### src/logic/ext_mem_map.vh
// register offsets, fields, reset values and timing constants of the external memory bus interface
`ifndef EXT_MEM_MAP_VH
`define EXT_MEM_MAP_VH

// ************************************************
// register byte offsets
// ************************************************
`define CTRL_OFFSET 12'h000
`define SECTOR_OFFSET 12'h004
`define MASK_OFFSET 12'h008
`define PORT_OFFSET 12'h00c
`define STATUS_OFFSET 12'h010

// ************************************************
// control fields
// ************************************************
`define CTRL_ENABLE_BIT 0
`define CTRL_KEEPER_BIT 1
`define CTRL_LOWER_WAIT_LSB 2
`define CTRL_UPPER_WAIT_LSB 4
`define CTRL_RESET 6'h00

// ************************************************
// address map and timing
// ************************************************
`define INTERNAL_TOP 16'h21ff
`define SECTOR_RESET 16'h2200
`define BASE_PERIODS 3'h4

`endif

### src/logic/ext_mem_bus.v
// external data-memory bus interface with apb register slave
//
// Implementation choices: the register offsets and register access over APB.
`timescale 1ns/10ps
`include "ext_mem_map.vh"

module ext_mem_bus (
    input wire sys_clk,
    input wire reset_n,
    input wire psel,
    input wire penable,
    input wire pwrite,
    input wire [11:0] paddr,
    input wire [31:0] pwdata,
    output reg [31:0] prdata,
    output reg pready,
    output reg pslverr,
    input wire acc_req,
    input wire acc_write,
    input wire [15:0] acc_addr,
    input wire [7:0] acc_wdata,
    input wire next_is_mem,
    output reg acc_busy,
    output reg acc_done,
    output reg [7:0] acc_rdata,
    output reg [7:0] ad_out,
    output reg [7:0] ad_oe,
    output reg [7:0] ad_pullup,
    input wire [7:0] ad_in,
    output reg [7:0] addr_hi_out,
    output reg [7:0] addr_hi_oe,
    output reg latch_strobe,
    output reg read_strobe_n,
    output reg write_strobe_n
);

    // ************************************************
    // state
    // ************************************************
    localparam ST_IDLE = 4'b0001;
    localparam ST_ADDR = 4'b0010;
    localparam ST_DATA = 4'b0100;
    localparam ST_LAST = 4'b1000;

    reg [5:0] ctrl_q;
    reg [15:0] sector_q;
    reg [2:0] mask_q;
    reg [7:0] port_out_q;
    reg [7:0] port_dir_q;
    reg [3:0] state_q;
    reg [2:0] count_q;
    reg [2:0] last_q;
    reg ext_q;
    reg write_q;
    reg [15:0] addr_q;
    reg [7:0] wdata_q;
    reg [7:0] keep_q;
    reg err_q;

    wire enable = ctrl_q[`CTRL_ENABLE_BIT];
    wire keeper = ctrl_q[`CTRL_KEEPER_BIT];
    wire [1:0] lower_wait = ctrl_q[`CTRL_LOWER_WAIT_LSB +: 2];
    wire [1:0] upper_wait = ctrl_q[`CTRL_UPPER_WAIT_LSB +: 2];
    wire is_ext = acc_addr > `INTERNAL_TOP;
    wire [1:0] wait_sel = (acc_addr >= sector_q) ? upper_wait : lower_wait;
    wire start = acc_req && enable && (state_q == ST_IDLE);
    wire apb_go = psel && penable && !pready;

    // ************************************************
    // access length from the selected wait setting
    // ************************************************
    reg [2:0] periods_d;
    always @* begin
        case (wait_sel)
            2'b00: periods_d = `BASE_PERIODS;
            2'b01: periods_d = `BASE_PERIODS + 3'h1;
            2'b10: periods_d = `BASE_PERIODS + 3'h2;
            2'b11: periods_d = `BASE_PERIODS + 3'h3;
            default: periods_d = `BASE_PERIODS;
        endcase
    end

    // ************************************************
    // apb register slave, one wait state
    // ************************************************
    reg [31:0] rd_d;
    reg hit;
    always @* begin
        rd_d = 32'h00000000;
        hit = 1'b1;
        case (paddr)
            `CTRL_OFFSET: rd_d = {26'h0, ctrl_q};
            `SECTOR_OFFSET: rd_d = {16'h0, sector_q};
            `MASK_OFFSET: rd_d = {29'h0, mask_q};
            `PORT_OFFSET: rd_d = {16'h0, port_dir_q, port_out_q};
            `STATUS_OFFSET: rd_d = {28'h0, err_q, ext_q, acc_busy, enable};
            default: hit = 1'b0;
        endcase
    end

    always @(posedge sys_clk or negedge reset_n) begin
        if (!reset_n) begin
            ctrl_q <= `CTRL_RESET;
            sector_q <= `SECTOR_RESET;
            mask_q <= 3'h0;
            port_out_q <= 8'h00;
            port_dir_q <= 8'h00;
            prdata <= 32'h00000000;
            pready <= 1'b0;
            pslverr <= 1'b0;
        end else begin
            pready <= apb_go;
            pslverr <= apb_go && !hit;
            prdata <= (apb_go && !pwrite) ? rd_d : 32'h00000000;
            if (apb_go && pwrite) begin
                case (paddr)
                    `CTRL_OFFSET: ctrl_q <= pwdata[5:0];
                    `SECTOR_OFFSET: sector_q <= pwdata[15:0];
                    `MASK_OFFSET: mask_q <= pwdata[2:0];
                    `PORT_OFFSET: begin
                        port_out_q <= pwdata[7:0];
                        port_dir_q <= pwdata[15:8];
                    end
                    default: ;
                endcase
            end
        end
    end

    // ************************************************
    // bus cycle sequencer
    // ************************************************
    always @(posedge sys_clk or negedge reset_n) begin
        if (!reset_n) begin
            state_q <= ST_IDLE;
            count_q <= 3'h0;
            last_q <= 3'h0;
            ext_q <= 1'b0;
            write_q <= 1'b0;
            addr_q <= 16'h0000;
            wdata_q <= 8'h00;
            acc_busy <= 1'b0;
            acc_done <= 1'b0;
            latch_strobe <= 1'b0;
            read_strobe_n <= 1'b1;
            write_strobe_n <= 1'b1;
        end else begin
            acc_done <= 1'b0;
            case (state_q)
                ST_IDLE: begin
                    if (start) begin
                        state_q <= ST_ADDR;
                        addr_q <= acc_addr;
                        wdata_q <= acc_wdata;
                        write_q <= acc_write;
                        ext_q <= is_ext;
                        last_q <= periods_d;
                        count_q <= 3'h1;
                        acc_busy <= 1'b1;
                        latch_strobe <= 1'b1;
                    end
                end
                ST_ADDR: begin
                    latch_strobe <= 1'b0;
                    count_q <= count_q + 3'h1;
                    state_q <= ST_DATA;
                    if (ext_q && write_q)
                        write_strobe_n <= 1'b0;
                    if (ext_q && !write_q)
                        read_strobe_n <= 1'b0;
                end
                ST_DATA: begin
                    count_q <= count_q + 3'h1;
                    if (count_q + 3'h1 == last_q) begin
                        state_q <= ST_LAST;
                        read_strobe_n <= 1'b1;
                        write_strobe_n <= 1'b1;
                        latch_strobe <= next_is_mem;
                    end
                end
                ST_LAST: begin
                    latch_strobe <= 1'b0;
                    acc_busy <= 1'b0;
                    acc_done <= 1'b1;
                    state_q <= ST_IDLE;
                end
                default: state_q <= ST_IDLE;
            endcase
        end
    end

    // ************************************************
    // read data capture
    // ************************************************
    always @(posedge sys_clk or negedge reset_n) begin
        if (!reset_n) begin
            acc_rdata <= 8'h00;
        end else if (state_q == ST_DATA && count_q + 3'h1 == last_q && !write_q) begin
            // taken while the read strobe is still low
            acc_rdata <= ad_in;
        end
    end

    // ************************************************
    // sticky error for external addresses while disabled
    // ************************************************
    always @(posedge sys_clk or negedge reset_n) begin
        if (!reset_n) begin
            err_q <= 1'b0;
        end else if (acc_req && !enable && acc_addr > `INTERNAL_TOP) begin
            err_q <= 1'b1;
        end
    end

    // ************************************************
    // high address lines
    // ************************************************
    reg [7:0] hi_out_d;
    reg [7:0] hi_oe_d;
    integer i;
    always @* begin
        hi_out_d = port_out_q;
        hi_oe_d = port_dir_q;
        if (enable) begin
            hi_oe_d = 8'hff;
            hi_out_d = addr_q[15:8];
            // the top mask_q lines go back to the port register
            for (i = 0; i < 7; i = i + 1) begin
                if (mask_q > i[2:0]) begin
                    hi_out_d[7 - i] = port_out_q[7 - i];
                    hi_oe_d[7 - i] = port_dir_q[7 - i];
                end
            end
        end
    end

    // ************************************************
    // muxed address/data lines
    // ************************************************
    reg [7:0] ad_out_d;
    reg [7:0] ad_oe_d;
    reg [7:0] keep_d;
    always @* begin
        ad_out_d = ad_out;
        ad_oe_d = ad_oe;
        keep_d = keep_q;
        if (!enable) begin
            ad_out_d = port_out_q;
            ad_oe_d = port_dir_q;
        end else if (start) begin
            ad_out_d = acc_addr[7:0];
            ad_oe_d = 8'hff;
            keep_d = acc_addr[7:0];
        end else if (state_q == ST_ADDR && write_q) begin
            // address held while the latch closes, data follows a cycle later
            ad_oe_d = 8'hff;
        end else if (state_q == ST_DATA && write_q) begin
            ad_out_d = wdata_q;
            ad_oe_d = 8'hff;
            keep_d = wdata_q;
        end else begin
            ad_out_d = keep_q;
            ad_oe_d = keeper ? 8'hff : 8'h00;
        end
    end

    // ************************************************
    // pull-up enables
    // ************************************************
    always @(posedge sys_clk or negedge reset_n) begin
        if (!reset_n) begin
            ad_pullup <= 8'h00;
        end else begin
            ad_pullup <= port_out_q;
        end
    end

    // ************************************************
    // pin registers
    // ************************************************
    always @(posedge sys_clk or negedge reset_n) begin
        if (!reset_n) begin
            ad_out <= 8'h00;
            ad_oe <= 8'h00;
            addr_hi_out <= 8'h00;
            addr_hi_oe <= 8'h00;
            keep_q <= 8'h00;
        end else begin
            ad_out <= ad_out_d;
            ad_oe <= ad_oe_d;
            addr_hi_out <= hi_out_d;
            addr_hi_oe <= hi_oe_d;
            keep_q <= keep_d;
        end
    end

endmodule // ext_mem_bus

### config.mk
export PLATFORM = sky130hd
export DESIGN_NAME = ext_mem_bus
export DESIGN_NICKNAME = d
export VERILOG_FILES = /design/src/logic/ext_mem_bus.v
export VERILOG_INCLUDE_DIRS = /design/src /design/src/logic
export SDC_FILE = /design/constraint.sdc
export NUM_CORES = 1
export LEC_CHECK = 0
export ABC_CLOCK_PERIOD_IN_PS = 2150
export BUFFER_PORTS_ARGS = -buffer_cell sky130_fd_sc_hd__buf_2
export CAP_MARGIN = 25
export CORE_MARGIN = 2
export CORE_UTILIZATION = 40
export CTS_BUF_LIST = sky130_fd_sc_hd__clkbuf_4
export CTS_CLUSTER_DIAMETER = 60
export DETAILED_ROUTE_END_ITERATION = 12
export PLACE_DENSITY = 0.66
export REMOVE_ABC_BUFFERS = 1
export SYNTH_ARGS = -nofsm -noshare
export SYNTH_HDL_FRONTEND = slang
export SYNTH_SLANG_ARGS = --single-unit
### constraint.sdc
create_clock -name sys_clk -period 2.15 [get_ports sys_clk]
set_clock_uncertainty 0.05 [all_clocks]
set_input_delay 0.3225 -clock sys_clk [delete_from_list [all_inputs] [get_ports sys_clk]]
set_output_delay 0.3225 -clock sys_clk [all_outputs]
set_load 0.05 [all_outputs]
==> flow_metrics.py, run 1 <==
metrics = {
    "status": {
        "status": "finished, violations left",
        "violations": "setup timing",
    },
    "place": {
        "dp_cells": 961,
        "hpwl_um": 12400,
        "globalplace.congestion": 0.850,
        "io_buffers": 138,
        "preCtsSetupSlack_ns": -0.301,
    },
    "clock_network": {
        "clk_pin_slew_ns": 0.14,
        "root_buffer": "clkbuf_4",
        "ctsHtreeMaxLevel": 4,
        "cts_inserted_buffers": 17,
        "clock-sinks": 149,
        "clkLatencyLatePin_ns": 0.57,
        "clock_path_buffers": 2,
        "tritoncts": "built",
    },
    "worst_hold_path": {
        "min_path_type": "primary input to flop",
        "min_to": "addr_q[13]",
        "hp-start": "acc_addr[13]",
        "min_path_cells": 4,
    },
    "sta": {
        "tightest_slew_ns": 0.511,
        "hold_viol_final": 0,
        "fin_crit_sh_pct": 103,
        "report.final.slew_viol_count": 0,
        "maxSlewHeadroom_pct": 65.9,
        "max_freq_ghz": 0.453,
        "period_needed_ns": 2.21,
        "rsz0062_at_grt": "true",
        "setup_viol": 2,
        "fin_ws_ns": -0.0551,
    },
    "synthesis": {
        "synthTopCellsByCount": "144 x dfrtp_1, 80 x nand2_1, 64 x mux2_2",
        "synthDistinctLibCells": 55,
        "synth_area_mm2": 0.00665,
        "yosysSeqAreaShare_pct": 56.2,
        "postSynthAreaPerCell_um2": 11.4,
        "yosysMostFrequentCell": "dfrtp_1",
        "netlist.area_leader.share_pct": 54.2,
        "async_flop_share_pct": 100,
        "ys.flop_type": "dfrtp_1",
        "synth_top_area_cell": "dfrtp_1",
        "ys_ff_latch": 149,
        "synth_area_leaders": "dfrtp_1 54%, mux2_2 11%, nand2_1 4.5%",
        "synth_warnings": 0,
        "synthCells": 585,
        "synth_edf_count": 0,
    },
    "floorplanning": {
        "initial_core_util_pct": 40.5,
        "core_area_mm2": 0.0164,
        "ios": 171,
        "die_w_um": 133,
        "die-area_mm2": 0.0177,
        "die_h_um": 133,
        "rows": 47,
    },
    "worst_setup_path": {
        "crit_path_start_kind": "flop",
        "r2r_cells": 7,
        "regToRegSetupSlack_ns": -0.06,
        "worstPathArrival_ns": 2.61,
        "required_ns": 2.55,
        "crit_path_end_kind": "flop",
        "r2r-end": "last_q[0]",
        "worstSetupPathType": "flop to flop",
        "critPathMaxFanout": 3,
        "r2r-start": "sector_q[9]",
    },
    "routing": {
        "vias_per_cell": 4.95,
        "wl_per_cell_um": 16.7,
        "vias": 5160,
        "ant_nets": 0,
        "drt_iter0_drc": 259,
        "firstDrtPassIters": 4,
        "drc": 0,
        "wl_um": 17500,
    },
    "global_route": {
        "grt_start_max_net_pins": 54,
        "antenna_found_initial": 1,
        "grt_pass1_wl_um": 27600,
        "overflow": 0,
        "grt_pass1_vias": 5419,
        "grt_util_all_layers_pct": 20.1,
    },
    "power": {
        "peakVddDrop_uv": 403,
        "leakage_nw": 4.51,
        "p_per_area_mw_per_mm2": 596,
    },
    "final_layout": {
        "reg_top3": "prdata (16), sector_q (16)",
        "areaGrowthSynthToFinish_pct": 31.5,
        "fin_cells": 1043,
        "nets": 910,
        "drive_above_1_share_pct": 38.0,
        "n_fill_cell": 1409,
    },
    "run": {
        "maxCapViolCount": 0,
    },
}
-- critical path: stages (launching register included) --
cell and delay, ns:
dfstp_2 0.57, inv_2 0.05, ha_4 0.26, nand4_1 0.16, nor4_2 0.35, a32oi_2 0.17, and3_4 0.20, a221o_1 0.28
-- final cells by class --
class	instances	area, um^2	area share (%)
repair buffers	231	1590	18.1
flip-flops and latches	149	3740	42.7
multi-input cells	387	2730	31.2
clock buffers	18	135	1.54
clock inverters	14	200	2.29
diodes	1	2.50	0.0286
inverters	23	87.6	1.00
well taps	220	275	3.15
-- routing by layer --
layer | vias up | wire (um) | global-route usage [%]
met5 | - | 0 | 0
met4 | 0 | 286 | 6.87
met3 | 20 | 914 | 5.10
met2 | 138 | 8570 | 33.1
met1 | 2554 | 7690 | 25.9
li1 | 2448 | - | -
-- placed cells by master, fill, tap and decap left out, drive strengths merged, types with 5 or more instances in the layout --
cell type,synthesis,final
a21oi,10,10
a31oi,21,21
buf,22,186
clkbuf,19,19
clkinv,1,8
conb,1,16
dfrtp,144,144
dfstp,5,5
dlygate4sd3,0,44
ha,17,17
inv,22,25
mux2,64,64
mux2i,16,16
nand2,80,80
nand2b,13,13
nand3,16,16
nor2,42,42
nor3,11,11
o21a,10,10
o21ai,20,20
or2,5,5
-- how the worst max path moves through the flow --
stage / startpoint / end / slack, ns / cells after the start
final: sector_q[9] / last_q[0] / -0.06 / 7
after detailed placement: paddr[7] / sector_q[14] / -0.30 / 7
after floorplan: ctrl_q[0] / ad_oe[0] / -0.81 / 5
after global placement: paddr[7] / sector_q[15] / -0.22 / 7
after global routing: sector_q[0] / last_q[1] / -0.13 / 6
after CTS: sector_q[0] / last_q[1] / -0.07 / 6
-- what timing repair did --
item / CTS / global route
buffers inserted: 1 / 3
hold endpoints to repair: 120 / 0
hold buffers: 44 / 0
cloned: 0 / 1
pin swaps: 5 / 7
endpoints found under the setup margin: 26 / 15
gates resized for setup: 5 / 11
-- kinds of logic after synthesis --
kind of cell	after synthesis	synth area share, %
AOI/OAI and AO/OA	76	7.30
xor gates and xnor gates	3	0.621
adders and majority gates	17	3.20
buffers and inverters	64	4.95
DFF	149	56.2
muxes	82	13.9
other	1	0.0564
and+or+nand+nor	193	13.8
-- metrics by stage --
| stage | hold slack, ns | setup TNS, ns | instance area, um^2 | util, % | power (W) |
|---|---|---|---|---|---|
| 6_report | 0.0522 | -0.0966 | 8750 | 53.3 | 0.00521 |
| 5_1_grt | 0.0401 | -0.557 | 8750 | 53.3 | 0.00542 |
| 4_1_cts | 0.0242 | -0.0663 | 8640 | 52.7 | 0.00526 |
| 3_5_place_dp | 0.260 | -9.61 | 7830 | 47.7 | 0.00319 |
| 3_3_place_gp | 0.239 | -7.02 | 7830 | 47.7 | 0.00319 |
| 2_1_floorplan | -0.0231 | -25.08 | 6460 | - | 0.00300 |
-- power breakdown --
group          internal [W]  leakage (nW)  switching [W]
clock network      0.000951         0.178        0.00105
registers           0.00281          2.00     0.00000536
logic              0.000156          2.33       0.000239
total               0.00392          4.51        0.00129
No activity file was read; power rests on OpenSTA's default activity.
==> run 2: changes to the inputs <==
Settings changed: CELL_PAD_IN_SITES_DETAIL_PLACEMENT set to 1, CELL_PAD_IN_SITES_GLOBAL_PLACEMENT set to 1, CORE_UTILIZATION 40 to 39, GPL_TIMING_DRIVEN set to 0, PLACE_DENSITY 0.66 to 0.79.
==> flow_metrics.py, run 2 (synthesized netlist as in run 1, its figures left out) <==
metrics = {
    "routing": {
        "vias": 5492,
        "vias_per_cell": 5.38,
        "drc": 0,
        "wl_um": 21600,
        "drt_iter0_drc": 330,
        "wl_per_cell_um": 21.2,
        "firstDrtPassIters": 5,
        "ant_nets": 0,
    },
    "final_layout": {
        "drive_above_1_share_pct": 37.4,
        "final_cell_area_mm2": 0.00869,
        "n_fill_cell": 1798,
        "final_common_cell": "dfrtp_1",
        "fin_cells": 1020,
        "final_core_util_pct": 52.2,
        "nets": 888,
        "areaGrowthSynthToFinish_pct": 30.6,
        "reg_top3": "prdata (16), sector_q (16)",
        "layout.cells.most_common_list": "143 x dfrtp_1, 137 x buf_2, 79 x nand2_1",
    },
    "worst_setup_path": {
        "worstPathArrival_ns": 2.62,
        "required_ns": 2.54,
        "worstSetupPathType": "flop to flop",
        "cp-startpoint": "state_q[0]",
        "crit_path_end_kind": "flop",
        "r2r-start": "state_q[0]",
        "crit_path_start_kind": "flop",
        "critPathMaxFanout": 9,
    },
    "place": {
        "globalplace.congestion": 0.800,
        "hpwl_um": 13000,
        "io_buffers": 138,
        "dpl-instance-area_mm2": 0.00749,
        "dp_cells": 920,
    },
    "clock_network": {
        "clkLatencyLatePin_ns": 0.56,
        "clk_pin_slew_ns": 0.12,
        "clock_path_buffers": 2,
        "ctsHtreeMaxLevel": 4,
        "cts_inserted_buffers": 17,
        "tritoncts": "built",
        "root_buffer": "clkbuf_4",
        "clock-sinks": 149,
    },
    "sta": {
        "hold_viol_final": 0,
        "fin_ws_ns": -0.0869,
        "period_needed_ns": 2.24,
        "maxSlewHeadroom_pct": 44.1,
        "fin_crit_sh_pct": 104,
        "rsz0062_at_grt": "true",
        "max_freq_ghz": 0.447,
        "tightest_slew_ns": 0.828,
        "setup_viol": 2,
        "holdWs_ns": 0.0889,
        "report.final.slew_viol_count": 0,
    },
    "floorplanning": {
        "core_area_mm2": 0.0166,
        "die_h_um": 135,
        "initial_core_util_pct": 40.0,
        "ios": 171,
        "rows": 47,
        "die-area_mm2": 0.0181,
        "die_w_um": 135,
    },
    "power": {
        "leakage_nw": 4.38,
        "p_per_area_mw_per_mm2": 556,
        "p_total_w": 0.00483,
        "peakVddDrop_uv": 390,
    },
    "global_route": {
        "antenna_found_initial": 2,
        "grt_pass1_wl_um": 31500,
        "grt_start_max_net_pins": 91,
        "overflow": 0,
        "grt_pass1_vias": 5853,
        "grt_util_all_layers_pct": 22.8,
    },
    "status": {
        "violations": "setup timing",
        "status": "finished, violations left",
    },
    "worst_hold_path": {
        "min_path_type": "primary input to flop",
        "hp-start": "paddr[4]",
    },
    "run": {
        "maxCapViolCount": 0,
    },
}
[run 2: final timing paths]
check                                to  slack [ns]  depth (start not counted)
min in group asynchronous   sector_q[1]        0.24                          2
min                           prdata[2]        0.09                          3
max in group asynchronous     keep_q[6]        0.95                          3
min reg2reg                ad_pullup[0]        0.43                          0
max reg2reg                   keep_q[5]       -0.09                          6
max                           keep_q[5]       -0.09                          6
[run 2: per-stage QoR]
| step | TNS (ns) | setup WS, ns |
|---|---|---|
| after floorplan | -25.08 | -0.815 |
| after global placement | -296.13 | -2.35 |
| after detailed placement | -92.25 | -2.28 |
| after CTS | 0 | 0.000315 |
| after global routing | -0.975 | -0.146 |
| final | -0.146 | -0.0869 |
[run 2: layout make-up]
| class | instances | area [um^2] | share of cell area (%) |
|---|---|---|---|
| Inverter | 23 | 98.8 | 1.14 |
| Clock buffer | 21 | 158 | 1.81 |
| Timing Repair Buffer | 207 | 1430 | 16.5 |
| Multi-Input combinational cell | 388 | 2890 | 33.2 |
| Tap cell | 220 | 275 | 3.17 |
| Sequential cell | 149 | 3740 | 43.0 |
| Clock inverter | 10 | 86.3 | 0.994 |
| Timing Repair inverter | 1 | 8.76 | 0.101 |
| Antenna cell | 1 | 2.50 | 0.0288 |
[run 2: power breakdown]
part	internal [W]	leakage, nW	switching, W
Clock	0.000607	0.126	0.00100
Combinational	0.000153	2.26	0.000251
Sequential	0.00281	2.00	0.00000570
[run 2: layer usage]
metal  wire [um]  track usage [%]
met1        8700             28.4
met4         658             10.0
met2       11000             38.5
met5           8                0
met3        1300             4.80
[run 2: worst max-delay path, stage by stage (launching register included)]
cell and delay (ns):
dfstp_2 0.41, buf_6 0.12, or4b_4 0.62, buf_4 0.19, o21ai_0 0.27, a31oi_1 0.18, mux2_2 0.29
[run 2: timing repair]
action | 4_1_cts | 5_1_grt
pin swaps | 13 | 9
resized for setup | 26 | 34
gates cloned | 2 | 1
setup endpoints to repair | 100 | 50
hold buffers | 45 | 0
setup buffers | 16 | 5
hold endpoints to repair | 125 | 0
